==> src/rtl/voice_ctrl_params.svh <==
// Purpose: constants for the voice record/playback control block
// Assumes: core_clk at 50 MHz
// Notes: counts derived from times in their own units
`ifndef VOICE_CTRL_PARAMS_SVH
`define VOICE_CTRL_PARAMS_SVH
// ==========================================
// Address layout
`define ADDR_W 10
`define ADDR_LAST 10'h257
`define MODE_BIT_LO 8
`define MODE_BIT_HI 9
// ==========================================
// Timing
`define CLK_PERIOD_NS 20
`define END_PULSE_US 12
`define END_PULSE_CYC ((`END_PULSE_US * 1000 + `CLK_PERIOD_NS - 1) / `CLK_PERIOD_NS)
`define SAMPLES_PER_ROW 16'h0100
`endif

==> src/rtl/voice_ctrl_pkg.sv <==
// Purpose: types for the voice record/playback control block
// Assumes: voice_ctrl_params.svh for numbers
// Notes: none
package voice_ctrl_pkg;
   typedef enum logic [2:0] {
      ST_IDLE = 3'b000,
      ST_REC = 3'b001,
      ST_PLAY = 3'b010,
      ST_MARK = 3'b011,
      ST_FULL = 3'b100
   } cycle_state_t;

   typedef struct packed {
      logic direction;
      logic mode_sel;
      logic [9:0] start_addr;
   } start_req_t;
endpackage : voice_ctrl_pkg

==> src/rtl/voice_ctrl.sv <==
// Purpose: cycle control of a single-chip voice record/playback device
// Assumes: pins are asynchronous to core_clk and pass two flip-flops
// Notes: analog path, operational-mode decoding and cascading are outside
// Functional notes
// - External clock is divided by two before any internal use.
// - Direction latched at chip select falling edge, held for the cycle.
// - Latched high starts playback, latched low starts record.
// - Record starts at given address, runs until power-down or select high.
// - Record stops itself when the pointer passes the array end.
// - Record ended by power-down or select writes an end marker there.
// - Playback starts at given address, runs to the next end marker.
// - Playback passes a marker while select is held low.
// - Address latched with direction at select fall; start only while low.
// - End-of-message output pulses low a fixed time at message end.
// - Power-down means standby and resets the pointer after overflow.
// - Both top address bits high means mode bits, not an address.
`include "voice_ctrl_params.svh"
module voice_ctrl
   import voice_ctrl_pkg::*;
#(
   parameter int ADDR_W = `ADDR_W,
   parameter logic [15:0] SAMPLES_PER_ROW = `SAMPLES_PER_ROW,
   parameter int END_PULSE_CYC = `END_PULSE_CYC
) (
   input wire logic core_clk, // system clock
   input wire logic srst, // synchronous reset
   input wire logic chip_enable_n, // chip select pin
   input wire logic play_record, // 1 play, 0 record
   input wire logic power_down, // standby pin
   input wire logic [ADDR_W-1:0] addr_in, // start address or mode bits
   input wire logic external_sample_clock, // external clock pin
   input wire logic ext_clk_select, // 1 when external clock is used
   input wire logic internal_sample_tick, // internal sampling clock tick
   input wire logic marker_found, // stored marker at current row
   output logic message_end_marker_n, // end-of-message pulse
   output logic overflow_out_n, // overflow flag
   output logic [ADDR_W-1:0] row_addr, // current pointer
   output logic recording, // record cycle active
   output logic playing, // playback cycle active
   output logic marker_write, // write marker at row_addr
   output logic mode_request // address decoded as mode bits
);
   // ==========================================
   // Synchronisers
   logic [1:0] ce_s, pr_s, pwr_s, xc_s;
   logic [2*ADDR_W-1:0] ad_s;
   logic ce_prev, xc_prev, xdiv;
   logic ce_fall, ext_tick, samp_tick, row_tick;
   logic [15:0] samp_cnt, next_samp_cnt;
   logic ce_n, pwr_dn;
   logic [ADDR_W-1:0] addr_q;
   logic next_xdiv;

   always_ff @(posedge core_clk) begin
      if (srst) begin
         ce_s <= 2'h3;
         pr_s <= 2'h0;
         pwr_s <= 2'h3;
         xc_s <= 2'h0;
         ad_s <= '0;
         ce_prev <= 1'b1;
         xc_prev <= 1'b0;
      end else begin
         ce_s <= {ce_s[0], chip_enable_n};
         pr_s <= {pr_s[0], play_record};
         pwr_s <= {pwr_s[0], power_down};
         xc_s <= {xc_s[0], external_sample_clock};
         ad_s <= {ad_s[ADDR_W-1:0], addr_in};
         ce_prev <= ce_s[1];
         xc_prev <= xc_s[1];
      end
   end
   assign ce_n = ce_s[1];
   assign pwr_dn = pwr_s[1];
   assign addr_q = ad_s[2*ADDR_W-1:ADDR_W];
   assign ce_fall = ce_prev & ~ce_n;

   // ==========================================
   // Sample rate: rising edges only, so duty cycle is irrelevant
   always_comb begin
      next_xdiv = xdiv;
      if (xc_s[1] & ~xc_prev) begin
         next_xdiv = ~xdiv;
      end
   end
   assign ext_tick = xc_s[1] & ~xc_prev & xdiv;
   assign samp_tick = ext_clk_select ? ext_tick : internal_sample_tick;
   assign row_tick = samp_tick && (samp_cnt == SAMPLES_PER_ROW - 16'h0001);
   always_comb begin
      next_samp_cnt = samp_cnt;
      if (!(recording || playing)) begin
         next_samp_cnt = 16'h0000;
      end else if (row_tick) begin
         next_samp_cnt = 16'h0000;
      end else if (samp_tick) begin
         next_samp_cnt = samp_cnt + 16'h0001;
      end
   end
   always_ff @(posedge core_clk) begin
      if (srst) begin
         xdiv <= 1'b0;
         samp_cnt <= 16'h0000;
      end else begin
         xdiv <= next_xdiv;
         samp_cnt <= next_samp_cnt;
      end
   end

   // ==========================================
   // Cycle control
   cycle_state_t state, next_state;
   start_req_t req, next_req;
   logic [ADDR_W-1:0] next_row_addr;
   logic next_overflow_n, next_mode_request;
   logic [15:0] end_cnt, next_end_cnt;
   logic at_end;
   assign at_end = (row_addr == ADDR_W'(`ADDR_LAST));

   always_comb begin
      next_state = state;
      next_req = req;
      next_row_addr = row_addr;
      next_overflow_n = overflow_out_n;
      next_mode_request = mode_request;
      next_end_cnt = (end_cnt != 16'h0000) ? end_cnt - 16'h0001 : 16'h0000;
      case (state)
         ST_IDLE: begin
            if (ce_fall && !pwr_dn) begin
               next_req.direction = pr_s[1];
               next_req.start_addr = addr_q;
               next_req.mode_sel = addr_q[`MODE_BIT_HI] & addr_q[`MODE_BIT_LO];
               next_mode_request = next_req.mode_sel;
               next_row_addr = next_req.mode_sel ? '0 : addr_q;
               next_state = pr_s[1] ? ST_PLAY : ST_REC;
            end
         end
         ST_REC: begin
            if (pwr_dn || ce_n) begin
               next_state = ST_MARK;
            end else if (row_tick) begin
               if (at_end) begin
                  next_overflow_n = 1'b0;
                  next_state = ST_FULL;
               end else begin
                  next_row_addr = row_addr + 1'b1;
               end
            end
         end
         ST_MARK: begin
            next_state = ST_IDLE;
         end
         ST_PLAY: begin
            if (pwr_dn) begin
               next_state = ST_IDLE;
            end else if (row_tick) begin
               if (marker_found) begin
                  next_end_cnt = 16'(END_PULSE_CYC);
               end
               if (at_end) begin
                  next_overflow_n = 1'b0;
                  next_state = ST_FULL;
               end else if (marker_found && ce_n) begin
                  next_state = ST_IDLE;
               end else begin
                  next_row_addr = row_addr + 1'b1;
               end
            end
         end
         ST_FULL: begin
            if (pwr_dn) begin
               next_row_addr = '0;
               next_overflow_n = 1'b1;
               next_state = ST_IDLE;
            end
         end
         default: next_state = ST_IDLE;
      endcase
   end
   always_ff @(posedge core_clk) begin
      if (srst) begin
         state <= ST_IDLE;
         req <= '0;
         row_addr <= '0;
         overflow_out_n <= 1'b1;
         mode_request <= 1'b0;
         end_cnt <= 16'h0000;
      end else begin
         state <= next_state;
         req <= next_req;
         row_addr <= next_row_addr;
         overflow_out_n <= next_overflow_n;
         mode_request <= next_mode_request;
         end_cnt <= next_end_cnt;
      end
   end
   assign recording = (state == ST_REC);
   assign playing = (state == ST_PLAY);
   assign marker_write = (state == ST_MARK);
   assign message_end_marker_n = (end_cnt == 16'h0000);

   // ==========================================
   // Checks
   chk_start_dir: assert property (@(posedge core_clk) disable iff (srst)
      (state == ST_IDLE && ce_fall && !pwr_dn) |=> (playing == $past(pr_s[1]))
      && (recording == !$past(pr_s[1])))
      else $error("cycle kind does not follow latched direction");
   chk_dir_held: assert property (@(posedge core_clk) disable iff (srst)
      (state != ST_IDLE && $past(state) != ST_IDLE) |-> $stable(req.direction))
      else $error("direction changed mid cycle");
   chk_rec_stop: assert property (@(posedge core_clk) disable iff (srst)
      (recording && (pwr_dn || ce_n)) |=> marker_write ##1 state == ST_IDLE)
      else $error("record did not end with marker");
   chk_mark_addr: assert property (@(posedge core_clk) disable iff (srst)
      marker_write |-> $stable(row_addr))
      else $error("marker written at moved address");
   chk_overflow_stop: assert property (@(posedge core_clk) disable iff (srst)
      (recording && !pwr_dn && !ce_n && row_tick && at_end)
      |=> !overflow_out_n && !recording)
      else $error("overflow not taken");
   chk_start_addr: assert property (@(posedge core_clk) disable iff (srst)
      (state == ST_IDLE && ce_fall && !pwr_dn
      && !(addr_q[`MODE_BIT_HI] && addr_q[`MODE_BIT_LO]))
      |=> row_addr == $past(addr_q))
      else $error("start address not loaded");
   chk_mode_dec: assert property (@(posedge core_clk) disable iff (srst)
      (state == ST_IDLE && ce_fall && !pwr_dn
      && addr_q[`MODE_BIT_HI] && addr_q[`MODE_BIT_LO])
      |=> mode_request && row_addr == '0)
      else $error("mode bits taken as address");
   chk_play_pass: assert property (@(posedge core_clk) disable iff (srst)
      (playing && !pwr_dn && row_tick && marker_found && !ce_n && !at_end) |=> playing)
      else $error("playback stopped with select low");
   chk_end_pulse: assert property (@(posedge core_clk) disable iff (srst)
      (playing && !pwr_dn && row_tick && marker_found) |=> !message_end_marker_n [*8])
      else $error("end pulse too short");
   chk_overflow_clr: assert property (@(posedge core_clk) disable iff (srst)
      (state == ST_FULL && pwr_dn) |=> row_addr == '0 && overflow_out_n)
      else $error("pointer not reset after overflow");
   chk_standby_hold: assert property (@(posedge core_clk) disable iff (srst)
      (state == ST_IDLE && pwr_dn) |=> state == ST_IDLE)
      else $error("cycle started in standby");
   chk_row_step: assert property (@(posedge core_clk) disable iff (srst)
      (recording && !pwr_dn && !ce_n && row_tick && !at_end)
      |=> row_addr == $past(row_addr) + 1'b1)
      else $error("pointer did not advance");
endmodule : voice_ctrl

==> config.mk <==
export PLATFORM = sky130hd
export DESIGN_NAME = voice_ctrl
export DESIGN_NICKNAME = d
export VERILOG_FILES = /design/src/rtl/voice_ctrl_pkg.sv /design/src/rtl/voice_ctrl.sv
export VERILOG_INCLUDE_DIRS = /design/src /design/src/rtl
export SDC_FILE = /design/constraint.sdc
export NUM_CORES = 1
export LEC_CHECK = 0
export ABC_AREA = 0
export ABC_CLOCK_PERIOD_IN_PS = 3500
export BUFFER_PORTS_ARGS = -buffer_cell sky130_fd_sc_hd__buf_4
export CELL_PAD_IN_SITES_DETAIL_PLACEMENT = 0
export CELL_PAD_IN_SITES_GLOBAL_PLACEMENT = 2
export CORE_UTILIZATION = 39
export DETAILED_ROUTE_END_ITERATION = 7
export GPL_TIMING_DRIVEN = 0
export PLACE_DENSITY_LB_ADDON = 0.25
export SLEW_MARGIN = 20
export SYNTH_ARGS = -nofsm -noshare
export SYNTH_HDL_FRONTEND = slang
export SYNTH_SLANG_ARGS = --single-unit
==> constraint.sdc <==
create_clock -name core_clk -period 3.5 [get_ports core_clk]
set_input_delay 1.05 -clock core_clk [delete_from_list [all_inputs] [get_ports core_clk]]
set_output_delay 1.05 -clock core_clk [all_outputs]
set_load 0.005 [all_outputs]
==> flow_summary.yaml <==
cells_and_area:
  final_net_count: 449
  regArea_mm2: 0.00156
  layout-area-overhead-vs-synth_pct: 17.4
  final.fill_count: 862
  multi_input_area_mm2: 0.00185
  final_core_utilization_pct: 47.3
  n_antenna_cell: 0
  finish.cell_count_without_fillers: 540
  drive_above_1_share_pct: 16.7
logic_synthesis:
  synth_compound_gate_area_share_pct: 16.1
  synth_edf_count: 0
  synth-adder-area-share_pct: 1.07
  synthXorXnorAreaFrac_pct: 7.49
  synth_nets: 404
  yosys_warnings: 0
  mappedNetlistArea_mm2: 0.00351
  yosys.area_share.simple_pct: 28.0
  avgSynthCellArea_um2: 9.19
  yosys-mux-area-fraction_pct: 0
  main_combinational_cell_family_by_area_after_synthesis: "simple AND/OR/NAND/NOR gates"
  synth_async_sr_flop_share_pct: 0
  synthDistinctLibCells: 61
  postSynthCellCount: 382
  ys_seq_elements: 78
  dominantRegCellSynth: "sky130_fd_sc_hd__dfxtp_1"
  seq_area_frac_synth_pct: 44.5
floorplan:
  design.portCount: 35
  overall_die_area_mm2: 0.00938
  fp.dieW_um: 96.9
  floorplan.rows: 34
  fp.dieH_um: 96.9
  initial_core_util_pct: 40.2
  design.core.area_mm2: 0.00872
cts:
  cts_buffers: 9
  clock_sinks: 78
  clock_latency_ps: 350
  cts_tree: "built"
  cts.htree.levels: 3
  cts_hold_buf: 0
  clkSlewWorstSetupHoldPaths_ps: 80
  clock_tree.root_cell: "sky130_fd_sc_hd__clkbuf_8"
  maximum_root_to_sink_buffer_count: 2
grt:
  grt_pass1_vias: 2768
  gr_usage_total_pct: 17.6
  grt_pass1_wl_mm: 13.2
  grt_start_max_net_pins: 14
  grt_antenna_before_repair: 0
  grt_overflow: 0
detailed_routing:
  routed-via-count: 2862
  remaining_drc_errors: 0
  viasPerCell: 5.30
  finalWirelength_mm: 7.90
  avgRoutedWirePerCell_um: 14.6
  drt_first_pass_iters: 4
  antenna_violating_nets_post_route: 0
  drt_first_iter_violations: 102
outcome:
  outcome: "complete, no violations"
critical_path:
  worstPathRequired_ps: 2450
  cp_common_cell: "sky130_fd_sc_hd__or4_1"
  worst_setup_path_start_kind: "flip-flop"
  worstPathCellList: "or4_1 > or4_1 > nor4_2 > buf_4"
  worst_path_largest_cell_delay_ps: 570
  crit_path_top_delay_cell: "sky130_fd_sc_hd__or4_1"
  worst-path-max-fanout: 4
  worst_setup_path_end_kind: "output port"
  arrival_ps: 2210
  worstSetupPathType: "reg -> out"
place:
  gp_routability_congestion: 0.812
  dpl_worst_slack_ps: 115
  placed_cells: 524
  hpwl_detailed_mm: 5.69
  port_buffer_count: 34
sta:
  setup_repair_after_global_routing_missed_its_margin: "no"
  slew_viol_final: 0
  max_slew.worst_pin.slew_ps: 1070
  final.setup.tns_ps: 0
  slew-limit-headroom_pct: 28.6
  finClkSkew_ps: 10.1
  final_hold_viol_count: 0
  finalWorstPathRequiredPeriod_ps: 3260
  fmaxAchievable_ghz: 0.306
  finalCritPeriodShare_pct: 93.3
  post-route-worst-setup-slack_ps: 235
  finalSetupViolCount: 0
flow_run:
  maxCapViolCount: 0
power:
  pwr_density_mw_per_mm2: 455
  peakVddDrop_mv: 0.184
  total_leakage_power_nw: 1.56
hold_path:
  timing.hold.worst.class: "reg -> reg"
[per-stage QoR]
step	cell area, um2	hold WS, ps	total power [mW]
5_1_grt	4120	441	1.95
3_3_place_gp	3900	395	1.16
2_1_floorplan	3510	389	1.08
6_report	4120	411	1.88
4_1_cts	4120	415	1.89
3_5_place_dp	3900	396	1.16
[state kept, by name, indices dropped and copies added, names as in the netlist, 2 cells and up]
register  flops
row_addr     10
pr_s          2
pwr_s         2
state         3
xc_s          2
ce_s          2
ad_s         20
end_cnt      16
samp_cnt     16
[area by class of cell]
class / instances / area share [%]
well taps: 108 / 3.28
multi-input cells: 278 / 45.0
clock buffers: 10 / 3.10
plain buffers: 15 / 1.46
clock inverters: 6 / 2.09
inverters: 11 / 1.00
flip-flops and latches: 78 / 37.9
repair buffers: 34 / 6.19
[report_power, final]
| part | switching, mW | total (mW) | internal [mW] |
|---|---|---|---|
| combinational | 0.124 | 0.210 | 0.0856 |
| clock | 0.334 | 0.735 | 0.401 |
| sequential | 0.0186 | 0.931 | 0.912 |
[what timing repair did]
action	4_1_cts	5_1_grt
endpoints found under the setup margin	0	1
gates resized for setup	0	1
buffers inserted	0	0
[cells in the final DEF, fill, tap and decap left out, drive strengths merged, types with 3 or more instances in the layout]
| cell | n |
|---|---|
| xor2 | 14 |
| inv | 11 |
| nor2b | 28 |
| nor3b | 3 |
| xnor2 | 16 |
| a211oi | 7 |
| o32ai | 3 |
| and3 | 7 |
| ha | 3 |
| nand3b | 3 |
| a21oi | 9 |
| nor2 | 44 |
| nor4b | 4 |
| or2 | 8 |
| o21a | 3 |
| nand2 | 25 |
| nand4 | 9 |
| and4 | 3 |
| buf | 38 |
| a31oi | 4 |
| dfxtp | 78 |
| o21ai | 10 |
| o21bai | 6 |
| a2111oi | 3 |
| nor3 | 6 |
| clkbuf | 21 |
| nand2b | 7 |
| or4 | 6 |
| clkinv | 3 |
| nand3 | 13 |
| nor4 | 3 |
[Yosys cell counts, drive strengths merged (4+ instances only)]
master	n	area share, %
nor4b	4	1.0
xnor2	16	4.0
nor3	6	0.86
or4	6	1.5
xor2	14	3.5
a31oi	4	0.71
inv	11	1.2
o21ai	10	1.4
nand4	9	1.6
and3	7	1.2
nor2b	28	5.0
nor2	44	4.7
nand2	25	2.7
a21oi	9	1.3
or2	8	1.4
buf	4	0.53
dfxtp	78	44
nand2b	7	1.2
nand3	13	2.2
clkbuf	11	1.2
o21bai	6	1.4
a211oi	7	1.6
[kinds of logic after synthesis]
family | Yosys count
flops | 78
xor+xnor | 30
fa+ha+maj | 3
compound gates | 70
buf+inv | 26
simple gates | 175
[routing by layer]
metal	GRT usage [%]	share of wire (%)
met5	0	0
met4	6.77	1.3
met3	3.11	2.8
met2	28.2	45
met1	23.5	51
[path summary, 6_finish.rpt]
check        startpoint              endpoint  slack (ps)  cells past startpoint
max          end_cnt[8]  message_end_marker_n         240                      4
min             ce_s[0]               ce_s[1]         410                      1
max reg2reg     xc_prev           samp_cnt[8]         890                      7
min reg2reg     ce_s[0]               ce_s[1]         410                      1
[worst max-delay path, delay by kind of cell, from the launching register on]
kind / cells / cell delay, ps
simple gates: 3 / 1380
flops: 1 / 340
buf+inv: 1 / 150
(Power assumes the default switching activity.)
